## src/verilog/pmlc_pkg.sv

```systemverilog
// constants for the bus hold limit, bus hint and memory window configuration block
package pmlc_pkg;
    // configuration byte offsets and dword index width
    localparam logic [7:0] OFS_BUS_HOLD_LIMIT          = 8'h0d;
    localparam logic [7:0] OFS_BURST_PERIOD_REQUEST    = 8'h3e;
    localparam logic [7:0] OFS_ACCESS_INTERVAL_REQUEST = 8'h3f;
    localparam logic [7:0] OFS_MEMORY_WINDOW_BASE      = 8'h14;
    localparam int         CFG_DWORD_W                 = 6;

    // reset values
    localparam logic [7:0]  RST_BUS_HOLD_LIMIT          = 8'h00;
    localparam logic [7:0]  RST_BURST_PERIOD_REQUEST    = 8'h50;
    localparam logic [7:0]  RST_ACCESS_INTERVAL_REQUEST = 8'h0a;
    localparam logic [31:0] RST_MEMORY_WINDOW_BASE      = 32'h00000000;

    // field positions inside the registers
    localparam int HOLD_LSB        = 3;
    localparam int HOLD_MSB        = 7;
    localparam int HOLD_W          = HOLD_MSB - HOLD_LSB + 1;
    localparam int ACCESS_LOAD_LSB = 1;
    localparam int ACCESS_LOAD_MSB = 5;
    localparam int BURST_LOAD_LSB  = 4;
    localparam int BURST_LOAD_MSB  = 7;
    localparam int MEM_VALID_BIT   = 0;
    localparam int MAP_LO_BIT      = 1;
    localparam int MAP_HI_BIT      = 2;
    localparam int MEM_BASE_LSB    = 8;
    localparam int MEM_BASE_W      = 32 - MEM_BASE_LSB;

    // setup word layout and eeprom word addresses
    localparam int             EE_ADDR_W           = 6;
    localparam int             EE_DATA_W           = 16;
    localparam int             SETUP_ACCESS_LSB    = 0;
    localparam int             SETUP_BURST_LSB     = 5;
    localparam int             SETUP_MEM_DIS_BIT   = 9;
    localparam int             SETUP_LOW_MEG_BIT   = 10;
    localparam logic [5:0]     EE_ADDR_SETUP       = 6'h00;
    localparam logic [5:0]     EE_ADDR_BASE_HI     = 6'h04;
    localparam logic [5:0]     EE_ADDR_BASE_LO     = 6'h05;

    // timing
    localparam int HOLD_UNIT_CLKS = 8;
    localparam int HOLD_COUNT_W   = 8;
    localparam int HINT_UNIT_NS   = 250;
endpackage

```

## src/verilog/pmlc_if.sv

```systemverilog
// signals between the top and its latency timer and setup loader
`timescale 1ns/1ps
`default_nettype none
interface pmlc_if;
    logic [pmlc_pkg::HOLD_W-1:0]    hold_limit;
    logic                           frame_start;
    logic                           tenure_end;
    logic                           gnt_n;
    logic                           expired;
    logic                           release_bus;
    logic                           ee_valid;
    logic [pmlc_pkg::EE_ADDR_W-1:0] ee_addr;
    logic [pmlc_pkg::EE_DATA_W-1:0] ee_data;
    logic                           forced;
    logic                           setup_stb;
    logic [pmlc_pkg::EE_DATA_W-1:0] setup_word;
    logic                           base_stb;
    logic [31:0]                    base_word;

    modport timer (input hold_limit, frame_start, tenure_end, gnt_n,
                   output expired, release_bus);
    modport timer_user (output hold_limit, frame_start, tenure_end, gnt_n,
                        input expired, release_bus);
    modport loader (input ee_valid, ee_addr, ee_data, forced,
                    output setup_stb, setup_word, base_stb, base_word);
    modport loader_user (output ee_valid, ee_addr, ee_data, forced,
                         input setup_stb, setup_word, base_stb, base_word);
endinterface
`default_nettype wire

```

## src/verilog/pmlc_lat_timer.sv

```systemverilog
// bus tenure latency counter
`timescale 1ns/1ps
`default_nettype none
module pmlc_lat_timer
(
    input  wire logic CLK_I,
    input  wire logic RESETN_I,
    pmlc_if.timer     tif
);
    typedef struct packed {
        logic [pmlc_pkg::HOLD_COUNT_W-1:0] count;
        logic                              running;
        logic                              expired;
    } pmlc_tmr_s;

    pmlc_tmr_s st_reg;
    pmlc_tmr_s st_next;

    always_comb
    begin
        st_next = st_reg;
        if (tif.frame_start)
        begin
            // a zero limit expires at once, so the grant alone governs release
            st_next.count   = {tif.hold_limit, 3'h0};
            st_next.running = 1'b1;
            st_next.expired = (tif.hold_limit == '0);
        end
        else if (tif.tenure_end)
        begin
            st_next.running = 1'b0;
            st_next.expired = 1'b0;
        end
        else if (st_reg.running && !st_reg.expired)
        begin
            st_next.count   = st_reg.count - 8'h01;
            st_next.expired = (st_reg.count == 8'h01);
        end
    end

    always_ff @(posedge CLK_I or negedge RESETN_I)
    begin
        if (!RESETN_I)
            st_reg <= '0;
        else
            st_reg <= st_next;
    end

    assign tif.expired     = st_reg.expired;
    // stays on the bus while grant is held even after expiry
    assign tif.release_bus = st_reg.running && st_reg.expired && tif.gnt_n;
endmodule
`default_nettype wire

```

## src/verilog/pmlc_setup_load.sv

```systemverilog
// collects the eeprom setup word and the forced-mode memory base words
`timescale 1ns/1ps
`default_nettype none
module pmlc_setup_load
(
    input  wire logic CLK_I,
    input  wire logic RESETN_I,
    pmlc_if.loader    lif
);
    typedef struct packed {
        logic [pmlc_pkg::EE_DATA_W-1:0] base_hi;
        logic                           hi_seen;
        logic                           setup_stb;
        logic [pmlc_pkg::EE_DATA_W-1:0] setup_word;
        logic                           base_stb;
        logic [31:0]                    base_word;
    } pmlc_ld_s;

    pmlc_ld_s st_reg;
    pmlc_ld_s st_next;

    always_comb
    begin
        st_next           = st_reg;
        st_next.setup_stb = 1'b0;
        st_next.base_stb  = 1'b0;
        if (lif.ee_valid && lif.ee_addr == pmlc_pkg::EE_ADDR_SETUP)
        begin
            st_next.setup_word = lif.ee_data;
            st_next.setup_stb  = 1'b1;
        end
        if (lif.ee_valid && lif.forced && lif.ee_addr == pmlc_pkg::EE_ADDR_BASE_HI)
        begin
            st_next.base_hi = lif.ee_data;
            st_next.hi_seen = 1'b1;
        end
        // a low word without its upper word is dropped, never half-applied
        if (lif.ee_valid && lif.forced && lif.ee_addr == pmlc_pkg::EE_ADDR_BASE_LO
            && st_reg.hi_seen)
        begin
            st_next.base_word = {st_reg.base_hi, lif.ee_data};
            st_next.base_stb  = 1'b1;
            st_next.hi_seen   = 1'b0;
        end
        if (!lif.forced)
            st_next.hi_seen = 1'b0;
    end

    always_ff @(posedge CLK_I or negedge RESETN_I)
    begin
        if (!RESETN_I)
            st_reg <= '0;
        else
            st_reg <= st_next;
    end

    assign lif.setup_stb  = st_reg.setup_stb;
    assign lif.setup_word = st_reg.setup_word;
    assign lif.base_stb   = st_reg.base_stb;
    assign lif.base_word  = st_reg.base_word;
endmodule
`default_nettype wire

```

## src/verilog/pmlc_top.sv

```systemverilog
// configuration registers for bus hold limit, bus hints and the memory window
`timescale 1ns/1ps
`default_nettype none
// How it works
// - hold limit bits 7:3, eight-clock units, writable
// - hold limit bits 2:0 reserved, read zero
// - latency counter starts at each frame start
// - after expiry release once grant drops
// - access interval request reports bus frequency need
// - setup word loads access interval bits 5:1
// - burst period request reports burst length need
// - setup word loads burst period bits 7:4
// - setup word can disable memory window
// - forced mode loads base from words 04/05
// - bit 0 marks memory base valid, writable
// - placement bit2 zero, bit1 from low-megabyte select
// - placement 00 anywhere, 01 below 1MB
// - base bits 7:3 reserved, read zero
// - base bits 31:8 give 256-byte window
module pmlc_top
#(
    parameter logic [7:0] MEM_BASE_OFFSET = pmlc_pkg::OFS_MEMORY_WINDOW_BASE
)
(
    input  wire logic                           CLK_I,
    input  wire logic                           RESETN_I,
    input  wire logic                           CFG_SEL_I,
    input  wire logic                           CFG_WE_I,
    input  wire logic [pmlc_pkg::CFG_DWORD_W-1:0] CFG_DWORD_I,
    input  wire logic [3:0]                     CFG_BE_I,
    input  wire logic [31:0]                    CFG_WDATA_I,
    output logic      [31:0]                    CFG_RDATA_O,
    output logic                                CFG_ACK_O,
    input  wire logic                           FRAME_START_I,
    input  wire logic                           TENURE_END_I,
    input  wire logic                           GNT_N_I,
    output logic                                LAT_EXPIRED_O,
    output logic                                BUS_RELEASE_O,
    input  wire logic                           EE_VALID_I,
    input  wire logic [pmlc_pkg::EE_ADDR_W-1:0] EE_ADDR_I,
    input  wire logic [pmlc_pkg::EE_DATA_W-1:0] EE_DATA_I,
    input  wire logic                           FORCED_SETUP_I,
    input  wire logic [31:0]                    MEM_ADDR_I,
    output logic                                MEM_HIT_O,
    output logic      [31:0]                    MEM_BASE_O,
    output logic                                MEM_DECODE_EN_O
);
    // the window must sit in the base address area and stay off the i/o base slot
    if (MEM_BASE_OFFSET[1:0] != 2'h0 || MEM_BASE_OFFSET < 8'h14 || MEM_BASE_OFFSET > 8'h24)
    begin : g_bad_offset
        $error("memory window base offset must be an aligned base address slot");
    end

    localparam logic [5:0] DW_HOLD = pmlc_pkg::OFS_BUS_HOLD_LIMIT[7:2];
    localparam logic [5:0] DW_HINT = pmlc_pkg::OFS_BURST_PERIOD_REQUEST[7:2];
    localparam logic [5:0] DW_MEM  = MEM_BASE_OFFSET[7:2];
    localparam int         LN_HOLD = int'(pmlc_pkg::OFS_BUS_HOLD_LIMIT[1:0]);
    localparam int         LN_BRST = int'(pmlc_pkg::OFS_BURST_PERIOD_REQUEST[1:0]);
    localparam int         LN_ACC  = int'(pmlc_pkg::OFS_ACCESS_INTERVAL_REQUEST[1:0]);
    localparam int         ACC_LDW = pmlc_pkg::ACCESS_LOAD_MSB - pmlc_pkg::ACCESS_LOAD_LSB + 1;
    localparam int         BRS_LDW = pmlc_pkg::BURST_LOAD_MSB - pmlc_pkg::BURST_LOAD_LSB + 1;

    // both hint bytes are served from one read dword
    if (pmlc_pkg::OFS_ACCESS_INTERVAL_REQUEST[7:2] != DW_HINT)
    begin : g_bad_hint
        $error("burst and access hint bytes must share one dword");
    end

    // dword constants are six bits wide, matching the index port
    if (pmlc_pkg::CFG_DWORD_W != 6)
    begin : g_bad_dword
        $error("config dword index must be six bits");
    end

    // the timer loads the limit shifted by three places
    if (pmlc_pkg::HOLD_UNIT_CLKS != 2 ** 3)
    begin : g_bad_unit
        $error("hold limit unit must be eight clocks");
    end

    // the counter must hold the largest limit times eight
    if (pmlc_pkg::HOLD_COUNT_W < pmlc_pkg::HOLD_W + 3)
    begin : g_bad_count
        $error("latency counter narrower than the largest hold limit");
    end

    // the read byte is rebuilt as the limit above three zero bits
    if (pmlc_pkg::HOLD_MSB != 7 || pmlc_pkg::HOLD_LSB != 3)
    begin : g_bad_hold
        $error("hold limit field must fill bits 7 to 3");
    end

    // setup word fields must not overlap and must fit one eeprom word
    if (pmlc_pkg::SETUP_ACCESS_LSB + ACC_LDW > pmlc_pkg::SETUP_BURST_LSB
        || pmlc_pkg::SETUP_BURST_LSB + BRS_LDW > pmlc_pkg::SETUP_MEM_DIS_BIT
        || pmlc_pkg::SETUP_LOW_MEG_BIT >= pmlc_pkg::EE_DATA_W)
    begin : g_bad_setup
        $error("setup word fields overlap or leave the eeprom word");
    end

    // the window base must sit above the placement and valid bits
    if (pmlc_pkg::MEM_BASE_LSB <= pmlc_pkg::MAP_HI_BIT)
    begin : g_bad_base
        $error("window base field overlaps its control bits");
    end

    // eeprom word addresses are six-bit constants
    if (pmlc_pkg::EE_ADDR_W != 6)
    begin : g_bad_ee
        $error("eeprom word address must be six bits");
    end

    // host view by dword and byte lane:
    //   hold dword lane 1: bus hold limit
    //   hint dword lane 2: burst period request, lane 3: access interval request
    //   window dword: base in lanes 1 to 3, valid bit in lane 0

    typedef struct packed {
        logic                            gnt_n_meta;
        logic                            gnt_n_sync;
        logic [pmlc_pkg::HOLD_W-1:0]     hold_limit;
        logic [7:0]                      burst_period_request;
        logic [7:0]                      access_interval_request;
        logic [pmlc_pkg::MEM_BASE_W-1:0] mem_base;
        logic                            memory_window_valid;
        logic                            low_megabyte_select;
        logic                            mem_disabled;
        logic [31:0]                     rdata;
        logic                            ack;
    } pmlc_top_s;

    pmlc_top_s st_reg;
    pmlc_top_s st_next;

    pmlc_if u_if ();

    logic [7:0]  bus_hold_limit_byte;
    logic [31:0] memory_window_base_word;
    logic [1:0]  memory_placement_type;

    // reserved low bits never hold state, so they always read zero
    assign bus_hold_limit_byte = {st_reg.hold_limit, 3'h0};

    // bit 2 tied low; 1x is never produced
    assign memory_placement_type = {1'b0, st_reg.low_megabyte_select};

    always_comb
    begin
        memory_window_base_word = '0;
        if (!st_reg.mem_disabled)
        begin
            memory_window_base_word[31:pmlc_pkg::MEM_BASE_LSB] = st_reg.mem_base;
            memory_window_base_word[pmlc_pkg::MAP_HI_BIT:pmlc_pkg::MAP_LO_BIT] =
                memory_placement_type;
            memory_window_base_word[pmlc_pkg::MEM_VALID_BIT] = st_reg.memory_window_valid;
        end
    end

    always_comb
    begin
        st_next            = st_reg;
        st_next.gnt_n_meta = GNT_N_I;
        st_next.gnt_n_sync = st_reg.gnt_n_meta;
        st_next.ack        = CFG_SEL_I;
        st_next.rdata      = '0;

        // host configuration writes, byte lane by byte lane
        if (CFG_SEL_I && CFG_WE_I)
        begin
            if (CFG_DWORD_I == DW_HOLD && CFG_BE_I[LN_HOLD])
            begin
                st_next.hold_limit =
                    CFG_WDATA_I[LN_HOLD*8+pmlc_pkg::HOLD_MSB -: pmlc_pkg::HOLD_W];
            end

            // lane 0 keeps only the valid bit; reserved and placement bits are not stored
            if (CFG_DWORD_I == DW_MEM && !st_reg.mem_disabled)
            begin
                if (CFG_BE_I[0])
                begin
                    st_next.memory_window_valid = CFG_WDATA_I[pmlc_pkg::MEM_VALID_BIT];
                end
                if (CFG_BE_I[1])
                begin
                    st_next.mem_base[7:0] = CFG_WDATA_I[15:8];
                end
                if (CFG_BE_I[2])
                begin
                    st_next.mem_base[15:8] = CFG_WDATA_I[23:16];
                end
                if (CFG_BE_I[3])
                begin
                    st_next.mem_base[23:16] = CFG_WDATA_I[31:24];
                end
            end
        end

        // host configuration reads; unmapped dwords read zero
        if (CFG_SEL_I && !CFG_WE_I)
        begin
            case (CFG_DWORD_I)
                DW_HOLD:
                begin
                    st_next.rdata[LN_HOLD*8 +: 8] = bus_hold_limit_byte;
                end
                DW_HINT:
                begin
                    st_next.rdata[LN_BRST*8 +: 8] = st_reg.burst_period_request;
                    st_next.rdata[LN_ACC*8 +: 8]  = st_reg.access_interval_request;
                end
                DW_MEM:
                begin
                    st_next.rdata = memory_window_base_word;
                end
                default:
                begin
                    st_next.rdata = '0;
                end
            endcase
        end

        // eeprom loads come after host writes so a load in the same cycle wins
        if (u_if.setup_stb)
        begin
            st_next.access_interval_request[pmlc_pkg::ACCESS_LOAD_MSB:pmlc_pkg::ACCESS_LOAD_LSB] =
                u_if.setup_word[pmlc_pkg::SETUP_ACCESS_LSB +: ACC_LDW];
            st_next.burst_period_request[pmlc_pkg::BURST_LOAD_MSB:pmlc_pkg::BURST_LOAD_LSB] =
                u_if.setup_word[pmlc_pkg::SETUP_BURST_LSB +: BRS_LDW];
            st_next.mem_disabled        = u_if.setup_word[pmlc_pkg::SETUP_MEM_DIS_BIT];
            st_next.low_megabyte_select = u_if.setup_word[pmlc_pkg::SETUP_LOW_MEG_BIT];
        end
        if (u_if.base_stb)
        begin
            st_next.mem_base            = u_if.base_word[31:pmlc_pkg::MEM_BASE_LSB];
            st_next.memory_window_valid = u_if.base_word[pmlc_pkg::MEM_VALID_BIT];
        end
    end

    always_ff @(posedge CLK_I or negedge RESETN_I)
    begin
        if (!RESETN_I)
        begin
            st_reg                         <= '0;
            st_reg.gnt_n_meta              <= 1'b1;
            st_reg.gnt_n_sync              <= 1'b1;
            st_reg.hold_limit              <=
                pmlc_pkg::RST_BUS_HOLD_LIMIT[pmlc_pkg::HOLD_MSB:pmlc_pkg::HOLD_LSB];
            st_reg.burst_period_request    <= pmlc_pkg::RST_BURST_PERIOD_REQUEST;
            st_reg.access_interval_request <= pmlc_pkg::RST_ACCESS_INTERVAL_REQUEST;
            st_reg.mem_base                <=
                pmlc_pkg::RST_MEMORY_WINDOW_BASE[31:pmlc_pkg::MEM_BASE_LSB];
            st_reg.memory_window_valid     <=
                pmlc_pkg::RST_MEMORY_WINDOW_BASE[pmlc_pkg::MEM_VALID_BIT];
        end
        else
        begin
            st_reg <= st_next;
        end
    end

    // timer sees only the second synchroniser stage
    assign u_if.hold_limit  = st_reg.hold_limit;
    assign u_if.frame_start = FRAME_START_I;
    assign u_if.tenure_end  = TENURE_END_I;
    assign u_if.gnt_n       = st_reg.gnt_n_sync;

    assign u_if.ee_valid = EE_VALID_I;
    assign u_if.ee_addr  = EE_ADDR_I;
    assign u_if.ee_data  = EE_DATA_I;
    assign u_if.forced   = FORCED_SETUP_I;

    pmlc_lat_timer u_timer
    (
        .CLK_I    (CLK_I),
        .RESETN_I (RESETN_I),
        .tif      (u_if.timer)
    );

    pmlc_setup_load u_loader
    (
        .CLK_I    (CLK_I),
        .RESETN_I (RESETN_I),
        .lif      (u_if.loader)
    );

    // host answers come straight from the state register
    assign CFG_RDATA_O     = st_reg.rdata;
    assign CFG_ACK_O       = st_reg.ack;

    // timer status passes out unchanged
    assign LAT_EXPIRED_O   = u_if.expired;
    assign BUS_RELEASE_O   = u_if.release_bus;
    assign MEM_BASE_O      = memory_window_base_word;
    assign MEM_DECODE_EN_O = !st_reg.mem_disabled && st_reg.memory_window_valid;
    // decoding the upper 24 bits claims exactly 256 bytes
    assign MEM_HIT_O       = MEM_DECODE_EN_O &&
                             MEM_ADDR_I[31:pmlc_pkg::MEM_BASE_LSB] == st_reg.mem_base;
endmodule
`default_nettype wire

```

## config.mk

```make
export PLATFORM = sky130hd
export DESIGN_NAME = pmlc_top
export DESIGN_NICKNAME = d
export VERILOG_FILES = /design/src/verilog/pmlc_pkg.sv /design/src/verilog/pmlc_if.sv /design/src/verilog/pmlc_lat_timer.sv /design/src/verilog/pmlc_setup_load.sv /design/src/verilog/pmlc_top.sv
export SDC_FILE = /design/constraint.sdc
export NUM_CORES = 1
export LEC_CHECK = 0
export BUFFER_PORTS_ARGS = -buffer_cell sky130_fd_sc_hd__buf_2
export CAP_MARGIN = 40
export CORE_MARGIN = 4
export CORE_UTILIZATION = 52
export CTS_CLUSTER_SIZE = 12
export DETAILED_ROUTE_END_ITERATION = 6
export GPL_TIMING_DRIVEN = 1
export PLACE_DENSITY = 0.9
export SYNTH_ARGS = -nofsm -noshare
export SYNTH_HDL_FRONTEND = slang
export SYNTH_SLANG_ARGS = --single-unit
```

## constraint.sdc

```tcl
create_clock -name CLK_I -period 1.9 [get_ports CLK_I]
set_input_delay 0.19 -clock CLK_I [delete_from_list [all_inputs] [get_ports CLK_I]]
set_output_delay 0.19 -clock CLK_I [all_outputs]
set_load 0.005 [all_outputs]
```

Yosys cells after proc, flatten, opt, wreduce, memory -nomap -nowiden
Index checks and enable logic that the tools add are counted.
{ "totals": {"word_cells": 90, "ff_bits": 153, "mem_bits_ro": 0, "latchBits": 0, "output_inout_bits": 69, "memories": 0, "ram_bits": 0} }
{ "op_classes": {"magnitude_cmp": 0, "muxes": 24, "mul": 0, "n_reduce_logical": 34, "shifts": 0, "addsub": 1, "div_mod_pow": 0, "eq_ne": 9, "bitwise": 0} }
{ "op_table": {"columns": ["op", "count"], "rows": [
  ["$mux 25", 3],
  ["$mux 8", 5],
  ["$mux 33", 1],
  ["$mux 32", 1],
  ["$pmux 16 s2", 1],
  ["$eq 24x24->1", 1],
  ["$mux 24", 1],
  ["$eq 6x3->1 const B", 3],
  ["$mux 17", 1],
  ["$pmux 8 s2", 1],
  ["$reduce_bool 2->1", 8],
  ["$logic_and 1x1->1", 14],
  ["$reduce_and 3->1", 4],
  ["$mux 10", 1],
  ["$eq 8x1->1 const B", 1],
  ["$sub 8x1->8 const B", 1],
  ["$mux 1", 7],
  ["$eq 6x2->1 const B", 1],
  ["$eq 6x4->1 const B", 1],
  ["$logic_not 6->1", 1],
  ["$logic_not 5->1", 1],
  ["$mux 2", 2],
  ["$reduce_and 2->1", 2],
  ["$logic_not 1->1", 3],
  ["3 further kinds", 3]
]} }

Depth between registers and ports, before layout
Gate-level depths: netlist (run 1).
{ "logic_depth": {"word_depth": 5, "ltp_mapped": 6, "ltp_nobuf": 6} }

Modules after synthesis
From an unflattened synthesis (run 1), not the netlist that was laid out.
{ "unflattened": {"hier_cells": 560, "hier_area_um2": 7048.0} }
{ "by_module_without_submodules": {"columns": ["mod", "area_each_um2", "n_inst", "cells_per_inst"], "rows": [
  ["pmlc_top", 3573.4, 1, 308],
  ["pmlc_setup_load", 2897.8, 1, 195],
  ["pmlc_lat_timer", 576.8, 1, 57]
]} }

Least setup slack after synthesis (run 1)
OpenSTA, ideal clock, no wires.
{ "synth_timing": {"kind": "input-to-reg", "start": "in EE_ADDR_I[5] (netlist name)", "end": "reg u_loader.st_reg (netlist bit u_loader.lif.base_word[14])", "path_stages": 5, "t_required_ns": 1.775, "setup_time_ns": 0.125, "path_slack_ns": 0.251, "path_buffers": 1, "t_arrival_ns": 1.524, "cell_sequence": "nor3b_2 nand3_2 nor4_4 buf_6 mux2_2"} }
{ "synth_between": {"elab_chain_cells": 3} }
{ "synth_rtl": {"columns": ["element", "line_no", "text"], "rows": [
  ["from (decl)", "pmlc_top.sv:40", "input wire logic [pmlc_pkg::EE_ADDR_W-1:0] EE_ADDR_I,"],
  ["$eq 6x3->1", "pmlc_setup_load.sv:38", "if (lif.ee_valid && lif.forced && lif.ee_addr == pmlc_pkg::EE_ADDR_BASE_LO"],
  ["$logic_and 1x1->1", "pmlc_setup_load.sv:38", null],
  ["$logic_and 1x1->1", "pmlc_setup_load.sv:39", "&& st_reg.hi_seen)"],
  ["to (signal assigned)", "pmlc_setup_load.sv:54", "st_reg <= st_next;"],
  ["to (decl)", "pmlc_setup_load.sv:19", "pmlc_ld_s st_reg;"]
]} }
No other way between the ends.
A chain may end at the register's enable or synchronous reset.

Worst setup path after layout (run 1)
{ "layout_timing": {"start": "reg st_reg[38] (netlist name)", "end": "out MEM_HIT_O"} }
{ "layout_between": {"elab_chain_cells": 2} }
{ "layout_rtl": {"columns": ["element", "line_no", "text"], "rows": [
  ["from (decl)", "pmlc_top.sv:132", "pmlc_top_s st_reg;"],
  ["from (signal assigned)", "pmlc_top.sv:257", "st_reg <= st_next;"],
  ["$eq 24x24->1", "pmlc_top.sv:297", "MEM_ADDR_I[31:pmlc_pkg::MEM_BASE_LSB] == st_reg.mem_base;"],
  ["$logic_and 1x1->1", "pmlc_top.sv:296", "assign MEM_HIT_O = MEM_DECODE_EN_O &&"],
  ["to (decl)", "pmlc_top.sv:44", "output logic MEM_HIT_O,"]
]} }
No other way between the ends.

==> results of run 1 <==
-- final cells by class --
type	count	area, um2
Fill cell	788	3870
Sequential cell	135	3390
Multi-Input combinational cell	308	2400
Timing Repair Buffer	169	955
Clock buffer	19	443
Clock inverter	13	216
Tap cell	143	179
Inverter	6	22.5
-- synth_stat cells, types with 3 or more instances --
cell type  instances  area [um2]
a22o_1            14         123
a41oi_1            3        26.3
and2_1            11        68.8
buf_1              3        11.3
buf_2              7        35.0
buf_4             39         293
clkbuf_1           5        18.8
dfrtp_1          129        3230
dfstp_2            6         158
inv_1              6        22.5
mux2_2            69         777
mux2i_1           24         240
nand2_1           35         131
nand3_1            6        30.0
nand4_1            3        18.8
nor2_1            10        37.5
nor2b_1           27         169
nor3_1             3        15.0
nor4_1             5        31.3
o21ai_0           31         155
xnor2_1           11        96.3
xor2_1            20         175
-- metal layers --
layer | GRT usage, % | vias to the layer above
met4 | 8.20 | 4
met1 | 29.2 | 2160
met5 | 0 | -
met3 | 6.68 | 37
met2 | 40.0 | 188
li1 | - | 1953
-- per-stage QoR --
stage               cells  setup WS, ns  total power [mW]  utilization [%]  TNS, ns
floorplan             505         0.251              3.40                -        0
global placement      755         0.135              3.67             59.9        0
detailed placement    755        0.0846              3.71             59.9        0
CTS                   792        -0.137              7.33             66.1   -0.137
global route          793        -0.248              7.57             66.3   -0.248
finish                793       -0.0905              7.30             66.3  -0.0905
-- where the power goes --
group / leakage [nW] / internal [mW] / switching (mW)
combinational: 1.74 / 0.272 / 0.291
sequential: 1.83 / 3.01 / 0.113
clock: 0.311 / 2.38 / 1.23
-- path summary, 6_finish.rpt --
path | start | endpoint | slack, ns | cells past startpoint
hold reg to reg | st_next[81] | u_if.gnt_n | 0.36 | 0
setup reg to reg | u_timer.st_reg[6] | u_timer.tif.expired | 0.35 | 4
setup / recovery | st_reg[38] | MEM_HIT_O | -0.09 | 5
hold / removal | EE_DATA_I[7] | u_loader.st_reg[58] | 0.02 | 2
min in group asynchronous | RESETN_I | u_loader.st_reg[66] | 0.30 | 2
max in group asynchronous | RESETN_I | st_next[81] | 0.92 | 3
-- critical path, stage by stage, from the launching register on --
cell	delay [ns]
dfrtp_1	0.41
xor2_1	0.18
nor4_2	0.32
nand3_1	0.13
nor4_2	0.21
buf_2	0.15
-- what timing repair did --
item                                    CTS  global route
endpoints found under the setup margin    1             1
endpoints found under the hold margin    52             0
pin swaps                                 5             2
buffers inserted                          2             1
resized for setup                         3             1
hold buffers                              3             0
-- logic make-up (layout without fill, tap and decap cells) --
kind of cell	count (synthesis)	in the layout	synth area share (%)
XOR/XNOR	31	31	4.43
adder cells (fa/ha/maj)	2	2	0.409
AO/OA/AOI/OAI	50	50	5.21
multiplexers	94	94	16.8
other	1	12	0.0612
flip-flops	135	135	55.3
buffers and inverters	62	207	6.58
AND/OR/NAND/NOR	119	119	11.2
==> results.yml, run 1 <==
layout:
  finalNetCount: 744
  largest_reg_flops: 35
  n_antenna_cell: 0
  final_common_cell: "buf_2"
  syn_to_final_growth_pct: 24.1
  final_area_um2: 7600
  drive_gt1_share_pct: 43.7
  layout_common_cells: "145 x buf_2, 128 x dfrtp_1, 69 x mux2_2, 35 x nand2_1, 31 x o21ai_0"
power:
  ir_drop_mv: 0.650
  cellPowerDensity_nw_per_um2: 960
  leakagePower_nw: 3.88
logic_synthesis:
  syn_inst: 494
  syn_area_per_cell_um2: 12.4
  synth_area_um2: 6120
  ys_ff_latch: 135
  async_flop_share_pct: 100
  ys_seq_area_share_pct: 55.3
  yosysWarnings: 0
  synth_cell_type_count: 44
  synth-edff-count: 0
  ys.flop_type: "dfrtp_1"
sta:
  min_period_ns: 1.99
  worst_pin_slew_ns: 0.537
  setup_viol_count_final: 1
  skew_ns: 0.00537
  fin_ws_ns: -0.0905
  final_max_slew_viol_count: 0
  fin_crit_sh_pct: 105
  rsz0062_at_grt: "true"
  hold_viol: 0
  slew_headroom_pct: 64.0
  fmax_mhz: 502
  whs_ns: 0.0245
placement:
  numPortBuffers: 146
  place_area_um2: 6870
  gp_congestion: 0.898
  dp_hpwl_mm: 11.4
critical_path:
  critical_path.endpoint_type: "primary output"
  critical_path_required_ns: 1.71
  critPathMaxFanout: 2
  crit_type: "reg -> out"
  startpoint_type: "flop"
  arrival_ns: 1.80
floorplanning:
  boundaryPins: 174
  chipWidth_um: 117
  fp-row-count: 39
  die_area_um2: 13600
  core-area_um2: 11500
  start_util_pct: 53.4
  fp.dieH_um: 117
global_routing:
  grt_pass1_wl_mm: 24.0
  grt-ovfl-total: 0
  grt_max_degree: 56
  grt_pass1_vias: 4578
  grt_use_total_pct: 23.6
  antenna_found_initial: 2
drt:
  drt-initial-drc-count: 321
  wl_met3_mm: 1.18
  highest_layer: "met5"
  wirelength_mm: 15.4
  ant_nets: 0
  drt_first_pass_iters: 5
  vias: 4342
  vias_per_cell: 5.48
  drc: 0
  drt-wirelength-per-cell_um: 19.4
  wl_met2_mm: 7.83
  met1_length_mm: 6.00
clock_tree:
  clkTransAtPathRegs_ns: 0.06
  cts_sinks: 135
  clk_latency_ns: 0.41
  root_buffer: "clkbuf_16"
  htreeDepth: 4
  clockBufferDepth: 2
  numCtsBuffers: 17
  cts_tree: "built"
run_status:
  status: "finished, violations left"
  violations: "negative setup slack"
min_path:
  worst_hold_path_type: "in -> reg"
run:
  maxCapViolCount: 0
(Power assumes the default switching activity.)
==> run 2, diff against run 1 <==
- PLACE_DENSITY: 0.9 -> 0.8
- clock period: 1.9 -> 2.2 ns (I/O delays scaled with it)
==> results.yml, run 2 (synthesized netlist as in run 1, its figures left out) <==
global_routing:
  grt_use_total_pct: 22.3
  antenna_found_initial: 0
  grt-ovfl-total: 0
  grt_max_degree: 49
  grt_pass1_wl_mm: 22.4
  grt_pass1_vias: 4415
critical_path:
  slowest_stage: "dfrtp_1"
  arrival_ns: 1.85
  critPathTopFamily: "simple AND/OR/NAND/NOR gates"
  reg2reg_from: "st_reg[33]"
  startpoint_type: "flop"
  critical_path_required_ns: 1.98
  crit_end: "MEM_HIT_O"
  crit_buf_inv: 1
  rr_worst_depth: 5
  crit_chain: "xor2_1 -> nor4_4 -> nand3_1 -> nor4_1 -> buf_2"
  r2r-end: "st_reg[35]"
  cp-startpoint: "st_reg[44]"
  r2r_slack_ns: 0.42
  slowest_delay_ns: 0.40
  crit_type: "reg -> out"
  critPathMaxFanout: 2
  critical_path.endpoint_type: "primary output"
  critical_path_depth: 5
power:
  cellPowerDensity_nw_per_um2: 786
  leakagePower_nw: 3.83
  ir_drop_mv: 0.511
floorplanning:
  start_util_pct: 53.4
  fp-row-count: 39
  core-area_um2: 11500
  fp.dieH_um: 117
  boundaryPins: 174
  die_area_um2: 13600
  chipWidth_um: 117
placement:
  numPortBuffers: 146
  gp_congestion: 0.832
  dp_hpwl_mm: 10.9
clock_tree:
  cts_tree: "built"
  cts_sinks: 135
  htreeDepth: 4
  root_buffer: "clkbuf_16"
  numCtsBuffers: 17
  clk_latency_ns: 0.42
  clkTransAtPathRegs_ns: 0.06
  clockBufferDepth: 2
sta:
  min_period_ns: 2.07
  fin_crit_sh_pct: 93.9
  final_max_slew_viol_count: 0
  worst_pin_slew_ns: 0.645
  skew_ns: 0.00522
  slew_headroom_pct: 56.9
  rsz0062_at_grt: "false"
  whs_ns: 0.0461
  hold_viol: 0
  fmax_mhz: 484
  setup_viol_count_final: 0
  tns_ns: 0
layout:
  regArea_um2: 3390
  drive_gt1_share_pct: 43.2
  fillers: 842
  finalNetCount: 740
  layout_common_cells: "145 x buf_2, 129 x dfrtp_1, 69 x mux2_2, 35 x nand2_1, 31 x o21ai_0"
  largest_reg_flops: 35
  final_common_cell: "buf_2"
  syn_to_final_growth_pct: 21.8
  multi_input_area_um2: 2400
run:
  maxCapViolCount: 0
min_path:
  worst_hold_path_type: "in -> reg"
  min_from: "EE_DATA_I[13]"
drt:
  vias: 4222
  drt-initial-drc-count: 205
  drt-wirelength-per-cell_um: 18.5
  wirelength_mm: 14.6
  ant_nets: 0
  drt_first_pass_iters: 5
  drc: 0
  vias_per_cell: 5.34
run_status:
  status: "finished clean"
-- run 2: how the worst min path moves through the flow --
stage | end | cells after the start
6_report | u_loader.st_reg[64] | 2
3_3_place_gp | u_loader.lif.base_word[12] | 1
2_1_floorplan | CFG_ACK_O | 0
4_1_cts | u_loader.st_reg[55] | 2
5_1_grt | u_loader.st_reg[64] | 2
3_5_place_dp | u_loader.st_reg[63] | 1
-- run 2: final cells by class --
type / count / area share (%)
Inverter: 6 / 0.302
Clock buffer: 19 / 6.07
Timing Repair Buffer: 165 / 12.1
Antenna cell: 1 / 0.0335
Clock inverter: 13 / 1.63
Sequential cell: 135 / 45.4
Tap cell: 143 / 2.40
Multi-Input combinational cell: 308 / 32.1
-- run 2: timing repair --
action / in CTS / in global routing
cloned: 0 / 0
endpoints found under the hold margin: 45 / 0
endpoints found under the setup margin: 1 / 1
hold buffers: 3 / 0
resized for setup: 1 / 2
pin swaps: 1 / 0
setup buffers: 1 / 0
-- run 2: worst reg2reg max path: cells and delay by family, from the launching register on --
family / cells / cell delay [ns]
mux: 2 / 0.56
simple gates: 2 / 0.51
flops: 1 / 0.39
buf+inv: 1 / 0.20
-- run 2: layer usage --
layer	routed length (um)	part of all wire, %	global-route usage, %	vias to the layer above
li1	-	-	-	1945
met1	5910	40	27.6	2081
met2	7310	50	36.3	167
met3	1090	7.5	6.42	29
met4	312	2.1	10.3	0
met5	0	0	0	-
-- run 2: stage by stage --
step / util [%] / power [mW] / std cells / instance area (um2) / setup WS (ns)
after floorplan: - / 2.94 / 505 / 6170 / 0.521
after global placement: 59.5 / 3.16 / 753 / 6830 / 0.292
after detailed placement: 59.5 / 3.19 / 753 / 6830 / 0.306
after CTS: 64.9 / 5.91 / 789 / 7440 / 0.0294
after global routing: 65.1 / 6.08 / 789 / 7460 / 0.00163
final: 65.1 / 5.87 / 790 / 7460 / 0.134
-- run 2: where the power goes --
group          leakage [nW]  total, mW  switching, mW  internal, mW
logic                  1.72      0.471          0.241         0.230
clock network         0.280       2.70           1.08          1.62
registers              1.83       2.70         0.0973          2.60
==> run 3, diff against run 2 <==
- CORE_UTILIZATION: 52 -> 35
- PLACE_DENSITY: 0.8 -> 0.57
==> results.yml, run 3 (synthesized netlist as in run 1, its figures left out) <==
drt:
  drt-initial-drc-count: 137
  drc: 0
  drt_first_pass_iters: 6
  ant_nets: 0
  vias: 4062
  drt-wirelength-per-cell_um: 17.6
  wirelength_mm: 15.3
  vias_per_cell: 4.67
sta:
  worst_pin_slew_ns: 0.614
  fmax_mhz: 473
  min_period_ns: 2.12
  slew_headroom_pct: 58.5
  final_max_slew_viol_count: 0
  setup_viol_count_final: 0
  fin_crit_sh_pct: 96.1
  skew_ns: 0.0104
  whs_ns: 0.0436
  hold_viol: 0
clock_tree:
  clkTransAtPathRegs_ns: 0.07
  cts_sinks: 135
  cts_tree: "built"
  clockBufferDepth: 2
  htreeDepth: 4
  numCtsBuffers: 17
  clk_latency_ns: 0.42
  root_buffer: "clkbuf_16"
critical_path:
  critical_path_required_ns: 1.98
  critPathMaxFanout: 4
  startpoint_type: "flop"
  crit_type: "reg -> out"
  arrival_ns: 1.90
  critical_path.endpoint_type: "primary output"
global_routing:
  grt_pass1_wl_mm: 24.1
  grt_pass1_vias: 4291
  grt.busiest_layer: "met2"
  use_met3_pct: 4.81
  antenna_found_initial: 2
  grt_use_total_pct: 16.1
  use_met2_pct: 24.8
  grt-ovfl-total: 0
  grt_max_degree: 54
  gr-usage-met1_pct: 21.1
layout:
  final_util_pct: 44.2
  final_area_um2: 7610
  n_antenna_cell: 0
  finalNetCount: 738
  fillers: 1615
  regArea_um2: 3390
  drive_gt1_share_pct: 43.8
  multi_input_area_um2: 2420
  largest_reg_flops: 35
  final_common_cell: "buf_2"
  layout_common_cells: "145 x buf_2, 127 x dfrtp_1, 69 x mux2_2, 35 x nand2_1, 31 x o21ai_0"
  syn_to_final_growth_pct: 24.3
run:
  maxCapViolCount: 0
placement:
  place_area_um2: 6930
  dp_hpwl_mm: 11.8
  gp_congestion: 0.820
  numPortBuffers: 146
power:
  cellPowerDensity_nw_per_um2: 795
  total_power_mw: 6.05
  ir_drop_mv: 0.553
  leakagePower_nw: 3.83
floorplanning:
  chipWidth_um: 140
  die_area_um2: 19700
  start_util_pct: 35.5
  core-area_um2: 17200
  boundaryPins: 174
  fp-row-count: 48
  fp.dieH_um: 140
run_status:
  status: "finished clean"
min_path:
  worst_hold_path_type: "in -> reg"
-- run 3: changes by cell type in the layout (fill, tap and decap cells not counted), sizes merged --
cell,change
clkbuf,-2
clkinv,-7
buf,-2
inv,+8
bufinv,+1
diode,-1
-- run 3: per-stage QoR --
stage | setup slack [ns] | setup TNS, ns | cells
3_5_place_dp | 0.272 | 0 | 834
5_1_grt | -0.0384 | -0.0384 | 869
2_1_floorplan | 0.521 | 0 | 505
6_report | 0.0847 | 0 | 869
4_1_cts | 0.0119 | 0 | 869
3_3_place_gp | 0.262 | 0 | 832
-- run 3: layout make-up --
type,instances,area share [%]
clock buffer,17,5.59
clock inverter,15,2.35
inverter,6,0.296
multi-input combinational,308,31.8
sequential,135,44.5
tap,225,3.70
timing repair buffer,163,11.8
-- run 3: power breakdown --
group | internal (mW) | leakage, nW | total [mW] | switching, mW
Clock | 1.72 | 0.292 | 2.89 | 1.17
Combinational | 0.229 | 1.71 | 0.469 | 0.240
Sequential | 2.60 | 1.83 | 2.69 | 0.0949
Total | 4.55 | 3.83 | 6.05 | 1.51
-- run 3: repair_timing --
item | CTS | global route
gates cloned | 0 | 0
setup endpoints to repair | 1 | 1
resized for setup | 1 | 7
setup buffers | 0 | 0
hold endpoints to repair | 50 | 0
pin swaps | 1 | 4
hold buffers | 3 | 0
-- run 3: critical path, cell delays in order, from the launching register on --
cell,delay (ns)
dfrtp_1,0.43
xor2_1,0.19
nor4_2,0.34
nand3_1,0.13
nor4_2,0.23
buf_2,0.16
-- run 3: final timing paths --
path | from | to | slack (ns) | cells past startpoint
setup / recovery | st_reg[41] | MEM_HIT_O | 0.08 | 5
max in group asynchronous | RESETN_I | st_reg[61] | 1.14 | 3
hold reg to reg | st_next[81] | u_if.gnt_n | 0.36 | 0
setup reg to reg | st_reg[33] | st_reg[36] | 0.65 | 5
min in group asynchronous | RESETN_I | u_timer.st_reg[1] | 0.34 | 2
hold / removal | EE_DATA_I[4] | u_loader.st_reg[55] | 0.04 | 2
-- run 3: routing by layer --
layer	share of wire [%]	up-vias	routed length [um]
met4	2.4	4	363
met2	46	128	7020
met1	45	1959	6810
met5	0.14	-	21
li1	-	1941	-
met3	6.8	30	1040
